<file path="src/core/vrtc_pkg.sv">
// Package: offsets, reset values and field positions of the tuning register bank
package vrtc_pkg;
  // Register command codes
  localparam logic [7:0] VRTC_ADDR_LOAD_LINE  = 8'hD8;
  localparam logic [7:0] VRTC_ADDR_TRANSIENT  = 8'hD9;
  localparam logic [7:0] VRTC_ADDR_MAX_CURR   = 8'hDA;
  localparam logic [7:0] VRTC_ADDR_BOOT_VOLT  = 8'hDB;
  localparam logic [7:0] VRTC_ADDR_FREQ_SS    = 8'hDC;
  // Values after reset (non-volatile defaults)
  localparam logic [7:0] VRTC_RST_LOAD_LINE   = 8'h04;
  localparam logic [7:0] VRTC_RST_TRANSIENT   = 8'h77;
  localparam logic [7:0] VRTC_RST_MAX_CURR    = 8'h78;
  localparam logic [7:0] VRTC_RST_BOOT_VOLT   = 8'h97;
  localparam logic [7:0] VRTC_RST_FREQ_SS     = 8'h20;
  // Writable bits of the threshold and frequency registers
  localparam logic [7:0] VRTC_MASK_TRANSIENT  = 8'h77;
  localparam logic [7:0] VRTC_MASK_FREQ_SS    = 8'hF3;
  // Field positions
  localparam int VRTC_UNDER_LSB = 4;
  localparam int VRTC_OVER_LSB  = 0;
  localparam int VRTC_FSW_LSB   = 4;
  localparam int VRTC_RISE_LSB  = 0;
  // Threshold code that switches reduction off
  localparam logic [2:0] VRTC_THR_OFF = 3'h7;
  // Strap capture happens one cycle after reset release
  localparam int VRTC_STRAP_CYCLES = 1;
endpackage

</file>
<file path="src/core/vrtc_regs.sv">
// Tuning register bank: load line, transient thresholds, current, boot voltage, frequency
// How it works
// - Load-line code decodes to percent; unlisted codes act as 100 percent.
// - Undershoot field bits 6:4 select 20 to 140 mV thresholds.
// - Undershoot code 111 disables undershoot reduction.
// - Overshoot field bits 2:0 select 30 to 140 mV thresholds.
// - Overshoot code 111 disables overshoot reduction.
// - A written threshold value beats the transient strap value.
// - Threshold register loads from strap when present, otherwise 77h.
// - Maximum current register is an 8-bit value in amperes.
// - A written maximum current beats the frequency/current strap value.
// - Maximum current loads from strap when present, otherwise 78h.
// - Boot voltage register holds an 8-bit code overriding the boot strap.
// - Boot code is read through the currently selected voltage table.
// - Boot voltage loads from strap when present, otherwise 97h.
// - Frequency register selects frequency and rise ratio, overriding the strap.
// - Frequency register loads from strap when present, otherwise 20h.
// - Bits 7:4 select the switching frequency, 0000 meaning 300 kHz.
// - Bits 1:0 scale soft-start rise slew by 1, 1/2, 1/4, 1/8.
`timescale 1ns/1ps
`default_nettype none
module vrtc_regs
(
  // Clock and reset
  input  wire logic       i_mclk,
  input  wire logic       i_reset_n,
  // Register port
  input  wire logic [7:0] i_reg_addr,
  input  wire logic [7:0] i_reg_wdata,
  input  wire logic       i_reg_wr,
  input  wire logic       i_reg_rd,
  output logic      [7:0] o_reg_rdata,
  output logic            o_reg_hit,
  // Strap pins, valid flags mark a fitted strap
  input  wire logic [7:0] i_transient_strap_pin,
  input  wire logic       i_transient_strap_valid,
  input  wire logic [7:0] i_freq_current_strap_pin,
  input  wire logic [7:0] i_freq_current_strap_freq,
  input  wire logic       i_freq_current_strap_valid,
  input  wire logic [7:0] i_boot_strap_pin,
  input  wire logic       i_boot_strap_valid,
  // Voltage table selection
  input  wire logic       i_vid_table_sel,
  // Decoded settings to the analog loop
  output logic      [7:0] o_load_line_pct,
  output logic      [2:0] o_undershoot_threshold,
  output logic            o_undershoot_enable,
  output logic      [7:0] o_undershoot_mv,
  output logic      [2:0] o_overshoot_threshold,
  output logic            o_overshoot_enable,
  output logic      [7:0] o_overshoot_mv,
  output logic      [7:0] o_max_current_value,
  output logic      [7:0] o_boot_voltage_field,
  output logic            o_boot_vid_table,
  output logic      [3:0] o_switching_frequency_code,
  output logic      [9:0] o_switching_frequency_khz,
  output logic      [1:0] o_soft_start_rise_ratio,
  output logic      [3:0] o_soft_start_divisor
);
  import vrtc_pkg::*;

  function automatic logic [7:0] ll_pct(input logic [7:0] c);
    logic [7:0] p;
    p = 8'd100;
    if (c[7:4] == 4'h0 && c[3:0] <= 4'h4)
      p = 8'(c[3:0] * 25);
    else if (c[3:0] == 4'h0)
    begin
      unique case (c[7:4])
        4'h1: p = 8'd80;
        4'h2: p = 8'd85;
        4'h3: p = 8'd90;
        4'h4: p = 8'd95;
        4'h5: p = 8'd105;
        4'h6: p = 8'd110;
        4'h7: p = 8'd115;
        4'h8: p = 8'd120;
        4'h9: p = 8'd125;
        4'hA: p = 8'd150;
        4'hB: p = 8'd175;
        default: p = 8'd100;
      endcase
    end
    return p;
  endfunction

  // threshold decode, first two entries differ per field
  function automatic logic [7:0] thr_mv(input logic [2:0] c, input logic [7:0] first);
    logic [7:0] m;
    m = 8'd0;
    unique case (c)
      3'h0: m = first;
      3'h1: m = first + 8'd10;
      3'h2: m = 8'd60;
      3'h3: m = 8'd80;
      3'h4: m = 8'd100;
      3'h5: m = 8'd120;
      3'h6: m = 8'd140;
      3'h7: m = 8'd0;
    endcase
    return m;
  endfunction

  function automatic logic [9:0] fsw_khz(input logic [3:0] c);
    logic [9:0] k;
    k = 10'd300;
    unique case (c)
      4'h0: k = 10'd300;
      4'h1: k = 10'd400;
      4'h2: k = 10'd500;
      4'h3: k = 10'd600;
      4'h4: k = 10'd700;
      4'h5: k = 10'd800;
      4'h6: k = 10'd900;
      4'h7: k = 10'd1000;
      4'h8: k = 10'd300;
      4'h9: k = 10'd450;
      4'hA: k = 10'd350;
      4'hB: k = 10'd650;
      4'hC: k = 10'd550;
      4'hD: k = 10'd850;
      4'hE: k = 10'd950;
      4'hF: k = 10'd1000;
    endcase
    return k;
  endfunction

  logic [7:0] load_line_r;
  logic [7:0] transient_r;
  logic [7:0] max_curr_r;
  logic [7:0] boot_volt_r;
  logic [7:0] freq_ss_r;
  logic       strap_done_r;

  wire logic wr_ll   = i_reg_wr && (i_reg_addr == VRTC_ADDR_LOAD_LINE);
  wire logic wr_tr   = i_reg_wr && (i_reg_addr == VRTC_ADDR_TRANSIENT);
  wire logic wr_mc   = i_reg_wr && (i_reg_addr == VRTC_ADDR_MAX_CURR);
  wire logic wr_bv   = i_reg_wr && (i_reg_addr == VRTC_ADDR_BOOT_VOLT);
  wire logic wr_fs   = i_reg_wr && (i_reg_addr == VRTC_ADDR_FREQ_SS);
  wire logic strap_ld = !strap_done_r;
  wire logic addr_hit = (i_reg_addr >= VRTC_ADDR_LOAD_LINE) && (i_reg_addr <= VRTC_ADDR_FREQ_SS);

  // strap first, later writes win, reserved bits masked
  wire logic [7:0] transient_nxt =
    (strap_ld && i_transient_strap_valid) ? (i_transient_strap_pin & VRTC_MASK_TRANSIENT) :
    wr_tr ? (i_reg_wdata & VRTC_MASK_TRANSIENT) : transient_r;
  wire logic [7:0] max_curr_nxt =
    (strap_ld && i_freq_current_strap_valid) ? i_freq_current_strap_pin :
    wr_mc ? i_reg_wdata : max_curr_r;
  wire logic [7:0] boot_volt_nxt =
    (strap_ld && i_boot_strap_valid) ? i_boot_strap_pin :
    wr_bv ? i_reg_wdata : boot_volt_r;
  // strap first, later writes win; bits 3:2 stay zero
  wire logic [7:0] freq_ss_nxt =
    (strap_ld && i_freq_current_strap_valid) ? (i_freq_current_strap_freq & VRTC_MASK_FREQ_SS) :
    wr_fs ? (i_reg_wdata & VRTC_MASK_FREQ_SS) : freq_ss_r;
  wire logic [7:0] load_line_nxt = wr_ll ? i_reg_wdata : load_line_r;

  wire logic [7:0] rdata_nxt =
    (i_reg_addr == VRTC_ADDR_LOAD_LINE) ? load_line_r :
    (i_reg_addr == VRTC_ADDR_TRANSIENT) ? transient_r :
    (i_reg_addr == VRTC_ADDR_MAX_CURR)  ? max_curr_r  :
    (i_reg_addr == VRTC_ADDR_BOOT_VOLT) ? boot_volt_r :
    (i_reg_addr == VRTC_ADDR_FREQ_SS)   ? freq_ss_r   : 8'h00;

  wire logic [2:0] under_c = transient_nxt[VRTC_UNDER_LSB +: 3];
  wire logic [2:0] over_c  = transient_nxt[VRTC_OVER_LSB +: 3];
  wire logic [1:0] rise_c  = freq_ss_nxt[VRTC_RISE_LSB +: 2];

  // Strap capture only once, after reset release, since reset flops take constants
  always_ff @(posedge i_mclk or negedge i_reset_n)
  begin
    if (!i_reset_n)
    begin
      strap_done_r <= 1'b0;
      load_line_r  <= VRTC_RST_LOAD_LINE;
      transient_r  <= VRTC_RST_TRANSIENT;
      max_curr_r   <= VRTC_RST_MAX_CURR;
      boot_volt_r  <= VRTC_RST_BOOT_VOLT;
      freq_ss_r    <= VRTC_RST_FREQ_SS;
    end
    else
    begin
      strap_done_r <= 1'b1;
      load_line_r  <= load_line_nxt;
      transient_r  <= transient_nxt;
      max_curr_r   <= max_curr_nxt;
      boot_volt_r  <= boot_volt_nxt;
      freq_ss_r    <= freq_ss_nxt;
    end
  end

  // Outputs registered; decode follows the next register value so they align with it
  always_ff @(posedge i_mclk or negedge i_reset_n)
  begin
    if (!i_reset_n)
    begin
      o_reg_rdata                <= 8'h00;
      o_reg_hit                  <= 1'b0;
      o_load_line_pct            <= 8'd100;
      o_undershoot_threshold     <= VRTC_THR_OFF;
      o_undershoot_enable        <= 1'b0;
      o_undershoot_mv            <= 8'h00;
      o_overshoot_threshold      <= VRTC_THR_OFF;
      o_overshoot_enable         <= 1'b0;
      o_overshoot_mv             <= 8'h00;
      o_max_current_value        <= VRTC_RST_MAX_CURR;
      o_boot_voltage_field       <= VRTC_RST_BOOT_VOLT;
      o_boot_vid_table           <= 1'b0;
      o_switching_frequency_code <= VRTC_RST_FREQ_SS[7:4];
      o_switching_frequency_khz  <= 10'd500;
      o_soft_start_rise_ratio    <= 2'h0;
      o_soft_start_divisor       <= 4'h1;
    end
    else
    begin
      o_reg_rdata                <= (i_reg_rd && addr_hit) ? rdata_nxt : 8'h00;
      o_reg_hit                  <= (i_reg_rd || i_reg_wr) && addr_hit;
      o_load_line_pct            <= ll_pct(load_line_nxt);
      o_undershoot_threshold     <= under_c;
      o_undershoot_enable        <= (under_c != VRTC_THR_OFF);
      o_undershoot_mv            <= thr_mv(under_c, 8'd20);
      o_overshoot_threshold      <= over_c;
      o_overshoot_enable         <= (over_c != VRTC_THR_OFF);
      o_overshoot_mv             <= thr_mv(over_c, 8'd30);
      o_max_current_value        <= max_curr_nxt;
      o_boot_voltage_field       <= boot_volt_nxt;
      o_boot_vid_table           <= i_vid_table_sel;
      o_switching_frequency_code <= freq_ss_nxt[VRTC_FSW_LSB +: 4];
      o_switching_frequency_khz  <= fsw_khz(freq_ss_nxt[VRTC_FSW_LSB +: 4]);
      o_soft_start_rise_ratio    <= rise_c;
      o_soft_start_divisor       <= 4'(4'h1 << rise_c);
    end
  end
endmodule
`default_nettype wire

</file>
<file path="config.mk">
export PLATFORM = sky130hd
export DESIGN_NAME = vrtc_regs
export DESIGN_NICKNAME = d
export VERILOG_FILES = /design/src/core/vrtc_pkg.sv /design/src/core/vrtc_regs.sv
export SDC_FILE = /design/constraint.sdc
export NUM_CORES = 1
export LEC_CHECK = 0
export BUFFER_PORTS_ARGS = -buffer_cell sky130_fd_sc_hd__buf_2
export CELL_PAD_IN_SITES_DETAIL_PLACEMENT = 0
export CELL_PAD_IN_SITES_GLOBAL_PLACEMENT = 1
export CORE_MARGIN = 2
export CORE_UTILIZATION = 40
export CTS_CLUSTER_SIZE = 24
export DETAILED_ROUTE_END_ITERATION = 10
export PLACE_DENSITY = 0.88
export SLEW_MARGIN = 10
export SYNTH_ARGS = -nofsm -noshare
export SYNTH_HDL_FRONTEND = slang
export SYNTH_SLANG_ARGS = --single-unit
</file>
<file path="constraint.sdc">
create_clock -name i_mclk -period 2.4 [get_ports i_mclk]
set_input_delay 0.24 -clock i_mclk [delete_from_list [all_inputs] [get_ports i_mclk]]
set_output_delay 0.24 -clock i_mclk [all_outputs]
set_load 0.02 [all_outputs]
</file>
==> reports/results.ini <==
[status]
status=finished clean

[clock_network]
clkLatencyLatePin_ns=0.34
clk_pin_slew_worst_paths_ns=0.06
cts.sinks=84
cts_tree=built
numCtsBuffers=9
root_buffer=clkbuf_16
clockBufferDepth=2
htreeDepth=3
cts_setup_buffers=0

[synth]
ys_async_sr_fraction_pct=100
synth_warnings=0
synth_enable_flop_cells=0
syn_inst=444
yosys_most_used_dff=dfrtp_1
postSynthAreaPerCell_um2=10.5
ys_seq_area_share_pct=45.6
syn_area_mm2=0.00468
ys_types=71
synth-seq-cells=84

[timing]
slew_viol_final=0
period_share_pct=91.2
post-route-min-period_ns=2.19
fin_setup_tns_ns=0
tightest_slew_ns=1.24
rsz0062_at_grt=no
hold_viol=0
fin_worst_skew_ns=0.0116
max-slew-margin-rel_pct=17.3
fmax_mhz=457
setup_violations=0

[grt]
grt_pass1_wl_um=21000
antenna_found_initial=1
grt_overflow=0
grt_max_degree=81
grt_usage_pct=21.4
grt_pass1_vias=3953

[pwr]
vdd_ir_drop_max_mv=0.352
pwr-share-comb_pct=26.6
pwr-share-seq_pct=41.3
p_clk_share_pct=32.1
internal-power_mw=2.89
p_per_area_mw_per_mm2=707
p_sw_share_pct=32.3
power_leakage_nw=3.05
switchingPower_mw=1.38

[detailed_routing]
dr_total_vias=3930
routed_wl_um=13000
dr.pass1.iters=5
drt_iter0_drc=266
vias_per_cell=5.27
drtAntennaViolNets=0
route.detailed.drc=0
avgRoutedWirePerCell_um=17.5

[place]
portBuffers=126
placed_area_mm2=0.00572
hpwl_um=10000
gp_congestion=0.888

[floorplanning]
num_rows=39
ios=134
die_y_um=112
initial_core_util_pct=41.0
die_w_um=112
die_area_mm2=0.0126
core-area_mm2=0.0114

[finish]
final_cell_mix=buf_2 (125), dfrtp_1 (57), mux2i_1 (43)
syn2layout_area_growth_pct=29.0
num-fill-cells=1068
mostFrequentLayoutCell=buf_2
layout.nets=680
layout-drive-gt1-share_pct=39.9
fin_area_mm2=0.00604

[worst_setup_path]
crit_fanout=8
cp.required_ns=2.66
arrival_ns=2.45
startpoint_type=input pin
crit_path_end_kind=flip-flop
path_class=in2reg

[min_path]
min_path_type=in2async

[job]
drv_cap=0

## Yosys cell counts (all sizes together), types with 5 or more instances
library cell / count / area, um2
dfrtp: 57 / 1430
nand2b: 6 / 37.5
mux2: 6 / 67.6
ha: 26 / 325
buf: 17 / 104
and2: 6 / 37.5
dfstp: 27 / 709
a31oi: 10 / 68.8
inv: 32 / 120
mux2i: 45 / 454
nand2: 42 / 158
a21o: 10 / 75.1
o21ai: 32 / 168
clkbuf: 5 / 18.8
a21oi: 13 / 76.3
nor2b: 13 / 81.3
nor2: 18 / 67.6
nor3: 7 / 56.3
nand3: 6 / 35.0
## worst max-delay path, cell delays in order
cell and delay [ns]:
buf_2 0.10, and4b_1 0.34, nand3_4 0.20, buf_4 0.24
mux2i_1 0.20, ha_1 0.27, ha_1 0.31, nor2b_1 0.14
xnor2_1 0.16, xnor2_1 0.14, o2bb2ai_1 0.12
## registers in the layout, indices dropped and copies added (netlist names), 3 cells and up
register,count
load_line_r,8
o_boot_voltage_field,8
o_load_line_pct,8
o_max_current_value,8
o_overshoot_mv,7
o_reg_rdata,8
o_soft_start_divisor,4
o_switching_frequency_code,3
o_switching_frequency_khz,9
o_undershoot_mv,7
## area by class of cell
cell class	count	area (um2)	area share, %
clock buffers	12	267	4.42
repair buffers	162	918	15.2
inverters	32	120	1.99
clock inverters	4	30.0	0.498
flip-flops and latches	84	2140	35.4
diodes	1	2.50	0.0415
well taps	143	179	2.96
multi-input cells	308	2380	39.5
## final timing paths
check / startpoint / to / slack [ns] / cells after the start
max: i_reg_addr[5] / o_load_line_pct[7]$_DFF_PN0_ / 0.21 / 11
min in group i_mclk: i_transient_strap_pin[0] / o_overshoot_mv[2]$_DFF_PN0_ / 0.13 / 2
max in group asynchronous: i_reset_n / o_switching_frequency_khz[8]$_DFF_PN1_ / 1.58 / 2
max reg2reg: load_line_r[2]$_DFF_PN1_ / o_load_line_pct[7]$_DFF_PN0_ / 0.34 / 9
min reg2reg: o_boot_voltage_field[7]$_DFFE_PN1P_ / o_boot_voltage_field[7]$_DFFE_PN1P_ / 0.49 / 2
min: i_reset_n / o_undershoot_mv[6]$_DFF_PN0_ / 0.08 / 1
## power groups by stage
stage / Sequential, mW / Clock [mW] / Combinational [mW]
CTS: 1.76 / 1.40 / 1.15
floorplan: 2.00 / 0 / 0.477
detailed placement: 1.79 / 0 / 1.14
finish: 1.76 / 1.37 / 1.13
global route: 1.78 / 1.46 / 1.24
global placement: 1.78 / 0 / 1.12
## metal layers
metal | track usage, % | wire (um)
met1 | 28.1 | 5650
met2 | 35.3 | 6440
met3 | 4.59 | 766
met4 | 7.07 | 191
met5 | 0 | 0
## cells by family after synthesis
group | count (synthesis) | share of synthesized area, %
compound gates | 97 | 14.6
xor+xnor | 4 | 0.749
fa+ha+maj | 27 | 7.38
buf+inv | 54 | 5.19
flops | 84 | 45.6
mux | 52 | 11.6
other cells | 2 | 0.160
simple gates | 124 | 14.6
## stage by stage
stage	setup slack [ns]	util, %	hold slack, ns	std cells	total power, mW
6_report	0.210	52.9	0.0830	746	4.27
5_1_grt	0.0193	52.9	0.163	746	4.48
4_1_cts	0.205	52.8	0.108	745	4.31
3_5_place_dp	-0.148	50.1	0.350	728	2.93
3_3_place_gp	-0.111	50.1	0.348	728	2.90
2_1_floorplan	-0.100	-	-0.0556	446	2.48
## timing repair
action,4_1_cts,5_1_grt
resized for setup,0,0
hold buffers,1,0
hold endpoints to repair,1,0
No activity file was read; power rests on OpenSTA's default activity.
